<file path="src/cds_defs.svh">
// constants for the card deactivation and fault supervisor
`ifndef CDS_DEFS_SVH
`define CDS_DEFS_SVH

// timing
`define CDS_CLK_PERIOD_NS   8
`define CDS_OSC_PERIOD_NS   390
`define CDS_HALF_UNIT_OSC   32
`define CDS_HALF_UNIT_CYC   \
   ((`CDS_HALF_UNIT_OSC * `CDS_OSC_PERIOD_NS + `CDS_CLK_PERIOD_NS - 1) \
    / `CDS_CLK_PERIOD_NS)
`define CDS_OVL_FILTER_NS   20000
`define CDS_OVL_FILTER_CYC  \
   ((`CDS_OVL_FILTER_NS + `CDS_CLK_PERIOD_NS - 1) / `CDS_CLK_PERIOD_NS)
`define CDS_DEBOUNCE_NS     8000000
`define CDS_DEBOUNCE_CYC    (`CDS_DEBOUNCE_NS / `CDS_CLK_PERIOD_NS)

// sequencer steps in half units after card reset falls
`define CDS_STEP_CLK_HOLD   4'h1
`define CDS_STEP_LINES_LOW  4'h2
`define CDS_STEP_SUPPLY_OFF 4'h3
`define CDS_STEP_GROUND     4'ha

// register offsets
`define CDS_REG_STATUS      4'h0
`define CDS_REG_CLEAR       4'h4
`define CDS_REG_ENABLE      4'h8
`define CDS_REG_STATE       4'hc

// event bits
`define CDS_EV_DONE         0
`define CDS_EV_FAULT        1
`define CDS_EV_INSERT       2
`define CDS_EV_EXTRACT      3
`define CDS_EV_W            4

`endif

</file>
<file path="src/cds_pkg.sv">
// types for the card deactivation and fault supervisor
package cds_pkg;

   typedef enum logic [1:0] {
      CDS_IDLE   = 2'b00,
      CDS_ACTIVE = 2'b01,
      CDS_DEACT  = 2'b10
   } cds_state_t;

   // card contact controls, high means enabled
   typedef struct packed {
      logic rst_en;
      logic clk_run;
      logic io_en;
      logic vcc_en;
      logic boost_en;
      logic gnd;
      logic osc_fast;
   } cds_contacts_t;

endpackage : cds_pkg

</file>
<file path="src/cds_supervisor.sv">
// card session deactivation sequencer with fault and presence supervision
`timescale 1ns/1ps
`default_nettype none
`include "cds_defs.svh"

module cds_supervisor #(
   parameter int DEBOUNCE_CYC = `CDS_DEBOUNCE_CYC
) (
   // clock and reset
   input  wire logic              i_ref_clk,
   input  wire logic              i_reset,
   // host and card pins
   input  wire logic              i_session_request_n,
   input  wire logic              i_card_presence,
   input  wire logic              i_card_presence_n,
   // analogue monitors
   input  wire logic              i_supply_overload,
   input  wire logic              i_host_supply_low,
   input  wire logic              i_converter_fault,
   input  wire logic              i_overheat,
   input  wire logic              i_supply_inactive,
   // register port
   input  wire logic [3:0]        i_addr,
   input  wire logic [31:0]       i_wr_data,
   input  wire logic              i_wr,
   input  wire logic              i_rd,
   output logic      [31:0]       o_rd_data,
   // outputs
   output cds_pkg::cds_contacts_t o_contacts,
   output logic                   o_fault_status_n,
   output logic                   o_por_pulse,
   output logic                   o_irq
);

   ////////////////////////////////////////////////////////////////////////
   // input synchronisers

   localparam int HALF_CYC = `CDS_HALF_UNIT_CYC;
   localparam int OVL_CYC  = `CDS_OVL_FILTER_CYC;

   logic [6:0] sync1_r;
   logic [6:0] sync2_r;
   logic       sreq_n_s;
   logic       present_s;
   logic       ovl_s;
   logic       host_low_s;
   logic       conv_s;
   logic       heat_s;
   logic       vcc_off_s;

   always_ff @(posedge i_ref_clk) begin
      if (i_reset) begin
         sync1_r <= 7'h50;
         sync2_r <= 7'h50;
      end else begin
         sync1_r <= {i_session_request_n, i_card_presence, i_card_presence_n,
                     i_supply_overload, i_host_supply_low, i_converter_fault,
                     i_overheat};
         sync2_r <= sync1_r;
      end
   end

   // reset value of the inputs is harmless: request high, no card
   always_comb begin
      sreq_n_s   = sync2_r[6];
      present_s  = sync2_r[5] | ~sync2_r[4];
      ovl_s      = sync2_r[3];
      host_low_s = sync2_r[2];
      conv_s     = sync2_r[1];
      heat_s     = sync2_r[0];
   end

   logic vcc1_r;
   logic vcc2_r;

   always_ff @(posedge i_ref_clk) begin
      if (i_reset) begin
         vcc1_r <= 1'b1;
         vcc2_r <= 1'b1;
      end else begin
         vcc1_r <= i_supply_inactive;
         vcc2_r <= vcc1_r;
      end
   end

   assign vcc_off_s = vcc2_r;

   ////////////////////////////////////////////////////////////////////////
   // presence debounce and overload filter

   logic [19:0] deb_cnt_r;
   logic        deb_r;
   logic        deb_nxt;

   always_comb begin
      deb_nxt = deb_r;
      if (!present_s) begin
         deb_nxt = 1'b0;
      end else if (deb_cnt_r == 20'(DEBOUNCE_CYC - 1)) begin
         deb_nxt = 1'b1;
      end
   end

   always_ff @(posedge i_ref_clk) begin
      if (i_reset) begin
         deb_cnt_r <= 20'h0;
         deb_r     <= 1'b0;
      end else begin
         deb_r <= deb_nxt;
         if (!present_s || deb_r) begin
            deb_cnt_r <= 20'h0;
         end else begin
            deb_cnt_r <= deb_cnt_r + 20'h1;
         end
      end
   end

   logic [11:0] ovl_cnt_r;
   logic        ovl_flt;

   // short current spikes never reach the full count
   always_ff @(posedge i_ref_clk) begin
      if (i_reset || !ovl_s) begin
         ovl_cnt_r <= 12'h0;
      end else if (!ovl_flt) begin
         ovl_cnt_r <= ovl_cnt_r + 12'h1;
      end
   end

   assign ovl_flt = (ovl_cnt_r == 12'(OVL_CYC));

   ////////////////////////////////////////////////////////////////////////
   // session sequencer

   cds_pkg::cds_state_t state_r;
   cds_pkg::cds_state_t state_nxt;
   logic [3:0]          step_r;
   logic [3:0]          step_nxt;
   logic [10:0]         half_cnt_r;
   logic                half_tick;
   logic                fault_r;
   logic                fault_nxt;
   logic                sess_fault;

   assign half_tick = (half_cnt_r == 11'(HALF_CYC - 1));

   // overload and heat are only looked at while the card is powered
   assign sess_fault = ovl_flt | ~present_s | host_low_s | conv_s
                       | heat_s;

   always_comb begin
      state_nxt = state_r;
      step_nxt  = step_r;
      fault_nxt = fault_r;
      case (state_r)
         cds_pkg::CDS_IDLE: begin
            if (sreq_n_s) begin
               fault_nxt = 1'b0;
            end else if (deb_r && !fault_r && !host_low_s) begin
               state_nxt = cds_pkg::CDS_ACTIVE;
            end
         end
         cds_pkg::CDS_ACTIVE: begin
            if (sess_fault) begin
               fault_nxt = 1'b1;
               state_nxt = cds_pkg::CDS_DEACT;
               step_nxt  = 4'h0;
            end else if (sreq_n_s) begin
               state_nxt = cds_pkg::CDS_DEACT;
               step_nxt  = 4'h0;
            end
         end
         cds_pkg::CDS_DEACT: begin
            // requests are not looked at until the end
            if (step_r == `CDS_STEP_GROUND) begin
               if (vcc_off_s) begin
                  state_nxt = cds_pkg::CDS_IDLE;
               end
            end else if (half_tick) begin
               step_nxt = step_r + 4'h1;
            end
            if (!present_s) begin
               fault_nxt = 1'b1;
            end
         end
         default: begin
            state_nxt = cds_pkg::CDS_IDLE;
         end
      endcase
   end

   always_ff @(posedge i_ref_clk) begin
      if (i_reset) begin
         state_r    <= cds_pkg::CDS_IDLE;
         step_r     <= 4'h0;
         fault_r    <= 1'b0;
         half_cnt_r <= 11'h0;
      end else begin
         state_r <= state_nxt;
         step_r  <= step_nxt;
         fault_r <= fault_nxt;
         if (state_nxt != cds_pkg::CDS_DEACT || state_r != state_nxt
             || half_tick) begin
            half_cnt_r <= 11'h0;
         end else begin
            half_cnt_r <= half_cnt_r + 11'h1;
         end
      end
   end

   ////////////////////////////////////////////////////////////////////////
   // contact drive, from the next state so the edges land on time

   function automatic cds_pkg::cds_contacts_t contacts_of(
      input cds_pkg::cds_state_t st,
      input logic [3:0]          stp
   );
      cds_pkg::cds_contacts_t c;
      c = '0;
      c.gnd = 1'b1;
      case (st)
         cds_pkg::CDS_ACTIVE: begin
            c = '1;
            c.gnd = 1'b0;
         end
         cds_pkg::CDS_DEACT: begin
            c.rst_en   = 1'b0;
            c.clk_run  = (stp < `CDS_STEP_CLK_HOLD);
            c.io_en    = (stp < `CDS_STEP_LINES_LOW);
            c.vcc_en   = (stp < `CDS_STEP_SUPPLY_OFF);
            c.boost_en = (stp < `CDS_STEP_GROUND);
            c.gnd      = (stp >= `CDS_STEP_GROUND);
            c.osc_fast = 1'b1;
         end
         default: begin
            c.osc_fast = 1'b0;
         end
      endcase
      return c;
   endfunction : contacts_of

   logic host_low_d_r;

   always_ff @(posedge i_ref_clk) begin
      if (i_reset) begin
         o_contacts       <= contacts_of(cds_pkg::CDS_IDLE, 4'h0);
         o_fault_status_n <= 1'b0;
         o_por_pulse      <= 1'b0;
         host_low_d_r     <= 1'b0;
      end else begin
         o_contacts       <= contacts_of(state_nxt, step_nxt);
         o_fault_status_n <= deb_nxt & ~fault_nxt;
         host_low_d_r     <= host_low_s;
         o_por_pulse      <= host_low_s & ~host_low_d_r
                             & (state_r == cds_pkg::CDS_IDLE);
      end
   end

   ////////////////////////////////////////////////////////////////////////
   // registers and interrupt

   logic [`CDS_EV_W-1:0] ev_stat_r;
   logic [`CDS_EV_W-1:0] ev_en_r;
   logic [`CDS_EV_W-1:0] ev_set;
   logic [`CDS_EV_W-1:0] ev_clr;

   always_comb begin
      ev_set = '0;
      ev_set[`CDS_EV_DONE]    = (state_r == cds_pkg::CDS_DEACT)
                                && (state_nxt == cds_pkg::CDS_IDLE);
      ev_set[`CDS_EV_FAULT]   = fault_nxt & ~fault_r;
      ev_set[`CDS_EV_INSERT]  = deb_nxt & ~deb_r;
      ev_set[`CDS_EV_EXTRACT] = ~deb_nxt & deb_r;
      ev_clr = (i_wr && i_addr == `CDS_REG_CLEAR) ?
               i_wr_data[`CDS_EV_W-1:0] : '0;
   end

   always_ff @(posedge i_ref_clk) begin
      if (i_reset) begin
         ev_stat_r <= '0;
         ev_en_r   <= '0;
      end else begin
         ev_stat_r <= (ev_stat_r & ~ev_clr) | ev_set;
         if (i_wr && i_addr == `CDS_REG_ENABLE) begin
            ev_en_r <= i_wr_data[`CDS_EV_W-1:0];
         end
      end
   end

   always_ff @(posedge i_ref_clk) begin
      if (i_reset || !i_rd) begin
         o_rd_data <= 32'h0;
      end else begin
         case (i_addr)
            `CDS_REG_STATUS: o_rd_data <= {28'h0, ev_stat_r};
            `CDS_REG_ENABLE: o_rd_data <= {28'h0, ev_en_r};
            `CDS_REG_STATE:  o_rd_data <= {24'h0, step_r, fault_r, deb_r,
                                           state_r};
            default:         o_rd_data <= 32'h0;
         endcase
      end
   end

   assign o_irq = |(ev_stat_r & ev_en_r);

   ////////////////////////////////////////////////////////////////////////
   // assertions

   property p_deact_entry;
      @(posedge i_ref_clk) disable iff (i_reset)
      (state_r == cds_pkg::CDS_ACTIVE && sreq_n_s)
      |=> (state_r == cds_pkg::CDS_DEACT && !o_contacts.rst_en);
   endproperty
   a_deact_entry: assert property (p_deact_entry)
      else $error("deactivation did not start on request release");

   property p_clk_hold;
      @(posedge i_ref_clk) disable iff (i_reset)
      (state_r == cds_pkg::CDS_DEACT && step_r == 4'h0 && half_tick)
      |=> (!o_contacts.clk_run && o_contacts.io_en && !o_contacts.rst_en);
   endproperty
   a_clk_hold: assert property (p_clk_hold)
      else $error("card clock not held low at half unit");

   property p_lines_low;
      @(posedge i_ref_clk) disable iff (i_reset)
      (state_r == cds_pkg::CDS_DEACT)
      |-> (o_contacts.io_en == (step_r < 4'h2));
   endproperty
   a_lines_low: assert property (p_lines_low)
      else $error("card lines not low one unit after reset");

   property p_supply_off;
      @(posedge i_ref_clk) disable iff (i_reset)
      $fell(o_contacts.vcc_en) |-> (step_r == 4'h3 && $past(step_r) == 4'h2);
   endproperty
   a_supply_off: assert property (p_supply_off)
      else $error("card supply off at wrong step");

   property p_ground;
      @(posedge i_ref_clk) disable iff (i_reset)
      (state_r == cds_pkg::CDS_DEACT && step_r == 4'ha)
      |-> (o_contacts.gnd && !o_contacts.boost_en && o_contacts.osc_fast);
   endproperty
   a_ground: assert property (p_ground)
      else $error("contacts not grounded at five units");

   property p_osc_slow;
      @(posedge i_ref_clk) disable iff (i_reset)
      $fell(o_contacts.osc_fast)
      |-> (state_r == cds_pkg::CDS_IDLE && $past(step_r) == 4'ha);
   endproperty
   a_osc_slow: assert property (p_osc_slow)
      else $error("oscillator slowed before final step");

   property p_ovl_filter;
      @(posedge i_ref_clk) disable iff (i_reset)
      ovl_flt |-> ($past(ovl_s) && $past(ovl_s, 2) && $past(ovl_s, 8));
   endproperty
   a_ovl_filter: assert property (p_ovl_filter)
      else $error("overload flagged on a short spike");

   property p_idle_status;
      @(posedge i_ref_clk) disable iff (i_reset)
      (state_r == cds_pkg::CDS_IDLE && !fault_r && $stable(deb_r))
      |-> (o_fault_status_n == deb_r);
   endproperty
   a_idle_status: assert property (p_idle_status)
      else $error("status does not follow presence outside session");

   property p_por;
      @(posedge i_ref_clk) disable iff (i_reset)
      (state_r == cds_pkg::CDS_IDLE && host_low_s && !host_low_d_r)
      |=> (o_por_pulse && $stable(o_fault_status_n)) ##1 !o_por_pulse;
   endproperty
   a_por: assert property (p_por)
      else $error("host supply drop handled wrongly outside session");

   property p_fault;
      @(posedge i_ref_clk) disable iff (i_reset)
      (state_r == cds_pkg::CDS_ACTIVE && sess_fault)
      |=> (state_r == cds_pkg::CDS_DEACT && !o_fault_status_n);
   endproperty
   a_fault: assert property (p_fault)
      else $error("fault did not start emergency deactivation");

   property p_insert;
      @(posedge i_ref_clk) disable iff (i_reset)
      $rose(o_fault_status_n) |-> (deb_r && $past(present_s, 8));
   endproperty
   a_insert: assert property (p_insert)
      else $error("status rose before debounce");

   property p_run_out;
      @(posedge i_ref_clk) disable iff (i_reset)
      (state_r == cds_pkg::CDS_DEACT && step_r != 4'ha)
      |=> (state_r == cds_pkg::CDS_DEACT);
   endproperty
   a_run_out: assert property (p_run_out)
      else $error("deactivation left before completion");

   c_normal_end: cover property (@(posedge i_ref_clk) disable iff (i_reset)
      state_r == cds_pkg::CDS_DEACT && !fault_r
      ##1 state_r == cds_pkg::CDS_IDLE);
   c_fault_end: cover property (@(posedge i_ref_clk) disable iff (i_reset)
      state_r == cds_pkg::CDS_ACTIVE ##1 fault_r);
   c_insert: cover property (@(posedge i_ref_clk) disable iff (i_reset)
      $rose(o_fault_status_n));

endmodule : cds_supervisor

`default_nettype wire

</file>
<file path="config.mk">
export PLATFORM = sky130hd
export DESIGN_NAME = cds_supervisor
export DESIGN_NICKNAME = d
export VERILOG_FILES = /design/src/cds_pkg.sv /design/src/cds_supervisor.sv
export VERILOG_INCLUDE_DIRS = /design/src /design/src/src
export SDC_FILE = /design/constraint.sdc
export NUM_CORES = 1
export LEC_CHECK = 0
export BUFFER_PORTS_ARGS = -buffer_cell sky130_fd_sc_hd__buf_2
export CAP_MARGIN = 20
export CORE_AREA = 5 5 72 140
export CTS_BUF_LIST = sky130_fd_sc_hd__clkbuf_4 sky130_fd_sc_hd__clkbuf_8
export CTS_CLUSTER_SIZE = 40
export DETAILED_ROUTE_END_ITERATION = 10
export DIE_AREA = 0 0 77 145
export GPL_TIMING_DRIVEN = 0
export PLACE_DENSITY = 0.73
export SLEW_MARGIN = 10
export SYNTH_ARGS = -nofsm -noshare
export SYNTH_HDL_FRONTEND = slang
export SYNTH_SLANG_ARGS = --single-unit
export TNS_END_PERCENT = 1
</file>
<file path="constraint.sdc">
create_clock -name i_ref_clk -period 3.4 [get_ports i_ref_clk]
set_input_delay 0.51 -clock i_ref_clk [delete_from_list [all_inputs] [get_ports i_ref_clk]]
set_output_delay 0.51 -clock i_ref_clk [all_outputs]
set_load 0.03 [all_outputs]
</file>
==> qor.yml <==
clock_network:
  root_buffer: "clkbuf_8"
  ctsLongestPathBuffers: 2
  insertion_delay_ns: 0.36
  cts_max_level: 3
  cts_tree: "yes"
  cts_buffers: 9
  path_clk_slew_ns: 0.09
  cts_num_sinks: 93
  postCtsHoldBufs: 0
synth:
  ys_top_cells_by_area: "dfxtp_1 43%, nor2_1 4.8%, buf_4 4.5%"
  synth_ff_type: "dfxtp_1"
  yosysUniqueCellTypes: 57
  syn_area_um2: 4330
  syn_avg_cell_area_um2: 8.98
  ys_seq_area_share_pct: 43.0
  synth-edff-count: 0
  ys_seq_elements: 93
  synth_cells: 482
  synthTopCellsByCount: "93 x dfxtp_1, 55 x nor2_1, 31 x nand2_1"
  synth_top_cell_area_share_pct: 43.0
  yosys_warnings: 0
  async_reset_ff_share_pct: 0
  synth_most_common_cell: "dfxtp_1"
  yosysTopAreaCell: "dfxtp_1"
timing:
  relSlewSlack_pct: 54.6
  layout_setup_ws_ns: 0.226
  slew_viol_final: 0
  setup_viol: 0
  max_clock_freq_ghz: 0.315
  timing.hold.ws_ns: 0.331
  tightest_slew_ns: 0.675
  fin_crit_ns: 3.17
  rsz0062_at_grt: "no"
  setup-tns-final_ns: 0
  skew_ns: 0.00840
  final_hold_viol_count: 0
  finalCritPeriodShare_pct: 93.4
floorplan:
  row_count: 49
  die_h_um: 145
  dieArea_um2: 11200
  die_x_um: 77
  num_io_pins: 90
  coreArea_um2: 8890
  start_util_pct: 48.7
global_route:
  antenna_found_initial: 0
  grt_pass1_vias: 3622
  grt_pass1_wl_um: 16200
  grt_max_degree: 17
  overflow: 0
  grtUsageTotal_pct: 17.4
layout:
  drive_gt1_share_pct: 20.0
  final_nets: 613
  post-route-util_pct: 55.9
  multi_input_comb_area_um2: 2250
  fillers: 824
  layout.area.seq_um2: 1860
  area_growth_pct: 14.8
  num_antenna_cells: 0
power:
  vdd_ir_drop_max_mv: 0.294
  pwr-share-clk_pct: 40.4
  fin_total_pwr_uw: 2030
  p_sw_share_pct: 22.9
  p_leak_uw: 0.00190
  seq_power_share_pct: 54.3
  p_sw_uw: 466
  p_int_uw: 1570
  p_comb_share_pct: 5.3
  power_density_nw_per_um2: 409
critical_path:
  cp-start-kind: "flip-flop"
  crit_path_max_fanout: 7
  worstSetupEndpointType: "flip-flop"
  cp.required_ns: 3.68
  crit_type: "reg -> reg"
  arrival_ns: 3.45
  r2r-end: "o_contacts[5]"
  r2r_start: "state_r[1]"
  r2r_setup_slack_ns: 0.23
  reg2reg_depth: 12
detailed_routing:
  drtAntennaViolNets: 0
  vias: 3511
  avgViaCountPerCell: 5.34
  drt_iter0_drc: 148
  wire_per_inst_um: 14.3
  drc: 0
  drt-total-wl_um: 9380
  drt_pass1_iterations: 4
placement:
  dp_worst_setup_slack_ns: 0.0137
  dp_hpwl_um: 7320
  port_buffers: 35
  place_congestion: 0.830
hold_path:
  whs_path_depth: 2
  worstHoldEndpoint: "sync1_r[4]"
  hold_class: "in -> reg"
  worstHoldStart: "i_card_presence_n"
status:
  status: "finished clean"
job:
  drv_cap: 0
==> how the worst max path moves through the flow <==
stage,start,end,depth (start not counted),slack (ns)
2_1_floorplan,state_r[0],o_contacts[3],11,0.52
3_3_place_gp,state_r[0],o_contacts[5],11,0.04
3_5_place_dp,state_r[0],o_contacts[5],11,0.01
4_1_cts,state_r[1],o_contacts[5],12,0.01
5_1_grt,state_r[1],o_contacts[5],12,0.008
6_report,state_r[1],o_contacts[5],12,0.23
==> layout by cell type, fill, tap and decap left out, types with 9 or more instances in the layout <==
cell      netlist  layout
clkbuf_1       13      12
nor2b_1        16      15
a21oi_1        17      17
or2_2           9       9
ha_1           14      13
buf_4          26      26
xnor2_1        14      14
dfxtp_1        93      91
nand2_1        31      31
nand3_1        20      20
conb_1          1      24
nor2_1         55      55
xor2_1         18      18
clkbuf_8        0       9
inv_1          18      18
nand4_1        10      10
nor3_1         12      12
o21ai_0        10      10
nor4_1          9       9
buf_2           1      36
==> metal layers <==
metal,wire length [µm],share of wire (%),global-route usage (%)
met5,0,0,0
met4,356,3.8,8.61
met3,361,3.8,4.16
met2,5310,57,33.0
met1,3360,36,17.0
==> stage by stage <==
step	instance area (µm²)	instances
3_3_place_gp	4720	642
2_1_floorplan	4420	505
5_1_grt	4970	658
3_5_place_dp	4720	642
6_report	4970	658
4_1_cts	4950	658
==> sequential cells by signal, summed over array words and instances, names as in the netlist, 2 cells and up <==
register,flops
ev_stat_r,4
sync2_r,7
half_cnt_r,11
deb_cnt_r,20
state_r,2
step_r,4
o_contacts,7
ovl_cnt_r,12
o_rd_data,8
sync1_r,7
ev_en_r,4
==> cell type report <==
| type | count | area share [%] |
|---|---|---|
| Multi-Input combinational cell | 352 | 45.2 |
| Sequential cell | 93 | 37.5 |
| Buffer | 42 | 5.34 |
| Timing Repair Buffer | 35 | 3.52 |
| Clock buffer | 10 | 2.64 |
| Tap cell | 102 | 2.57 |
| Clock inverter | 6 | 1.89 |
| Inverter | 18 | 1.36 |
==> critical path, cell delays in order, from the launching register on <==
cell,delay (ns)
dfxtp_2,0.38
inv_1,0.09
ha_2,0.23
or3b_1,0.37
or4_1,0.46
o21ai_2,0.16
nand2_1,0.10
a21o_1,0.20
ha_1,0.27
nor2b_2,0.20
and2_1,0.16
o2111ai_2,0.18
o31ai_2,0.28
==> timing repair <==
| item | 4_1_cts | 5_1_grt |
|---|---|---|
| gates resized for setup | 1 | 8 |
| buffers inserted | 0 | 0 |
| setup endpoints to repair | 1 | 13 |
| pin swaps | 0 | 2 |
==> power by group through the flow <==
stage / Combinational (µW) / Clock [µW] / Sequential [µW]
final: 109 / 822 / 1100
after global routing: 119 / 896 / 1110
after CTS: 108 / 841 / 1100
after detailed placement: 107 / 0 / 1130
after global placement: 107 / 0 / 1130
after floorplan: 86.4 / 0 / 1130
==> logic make-up after synthesis <==
kind of cell,after synthesis,synth area share (%)
simple gates,215,27.8
flops,93,43.0
buf+inv,60,7.66
compound gates,59,8.99
xor+xnor,32,6.47
fa+ha+maj,14,4.05
mux,8,1.96
other cells,1,0.0866
No activity file was read; power rests on OpenSTA's default activity.
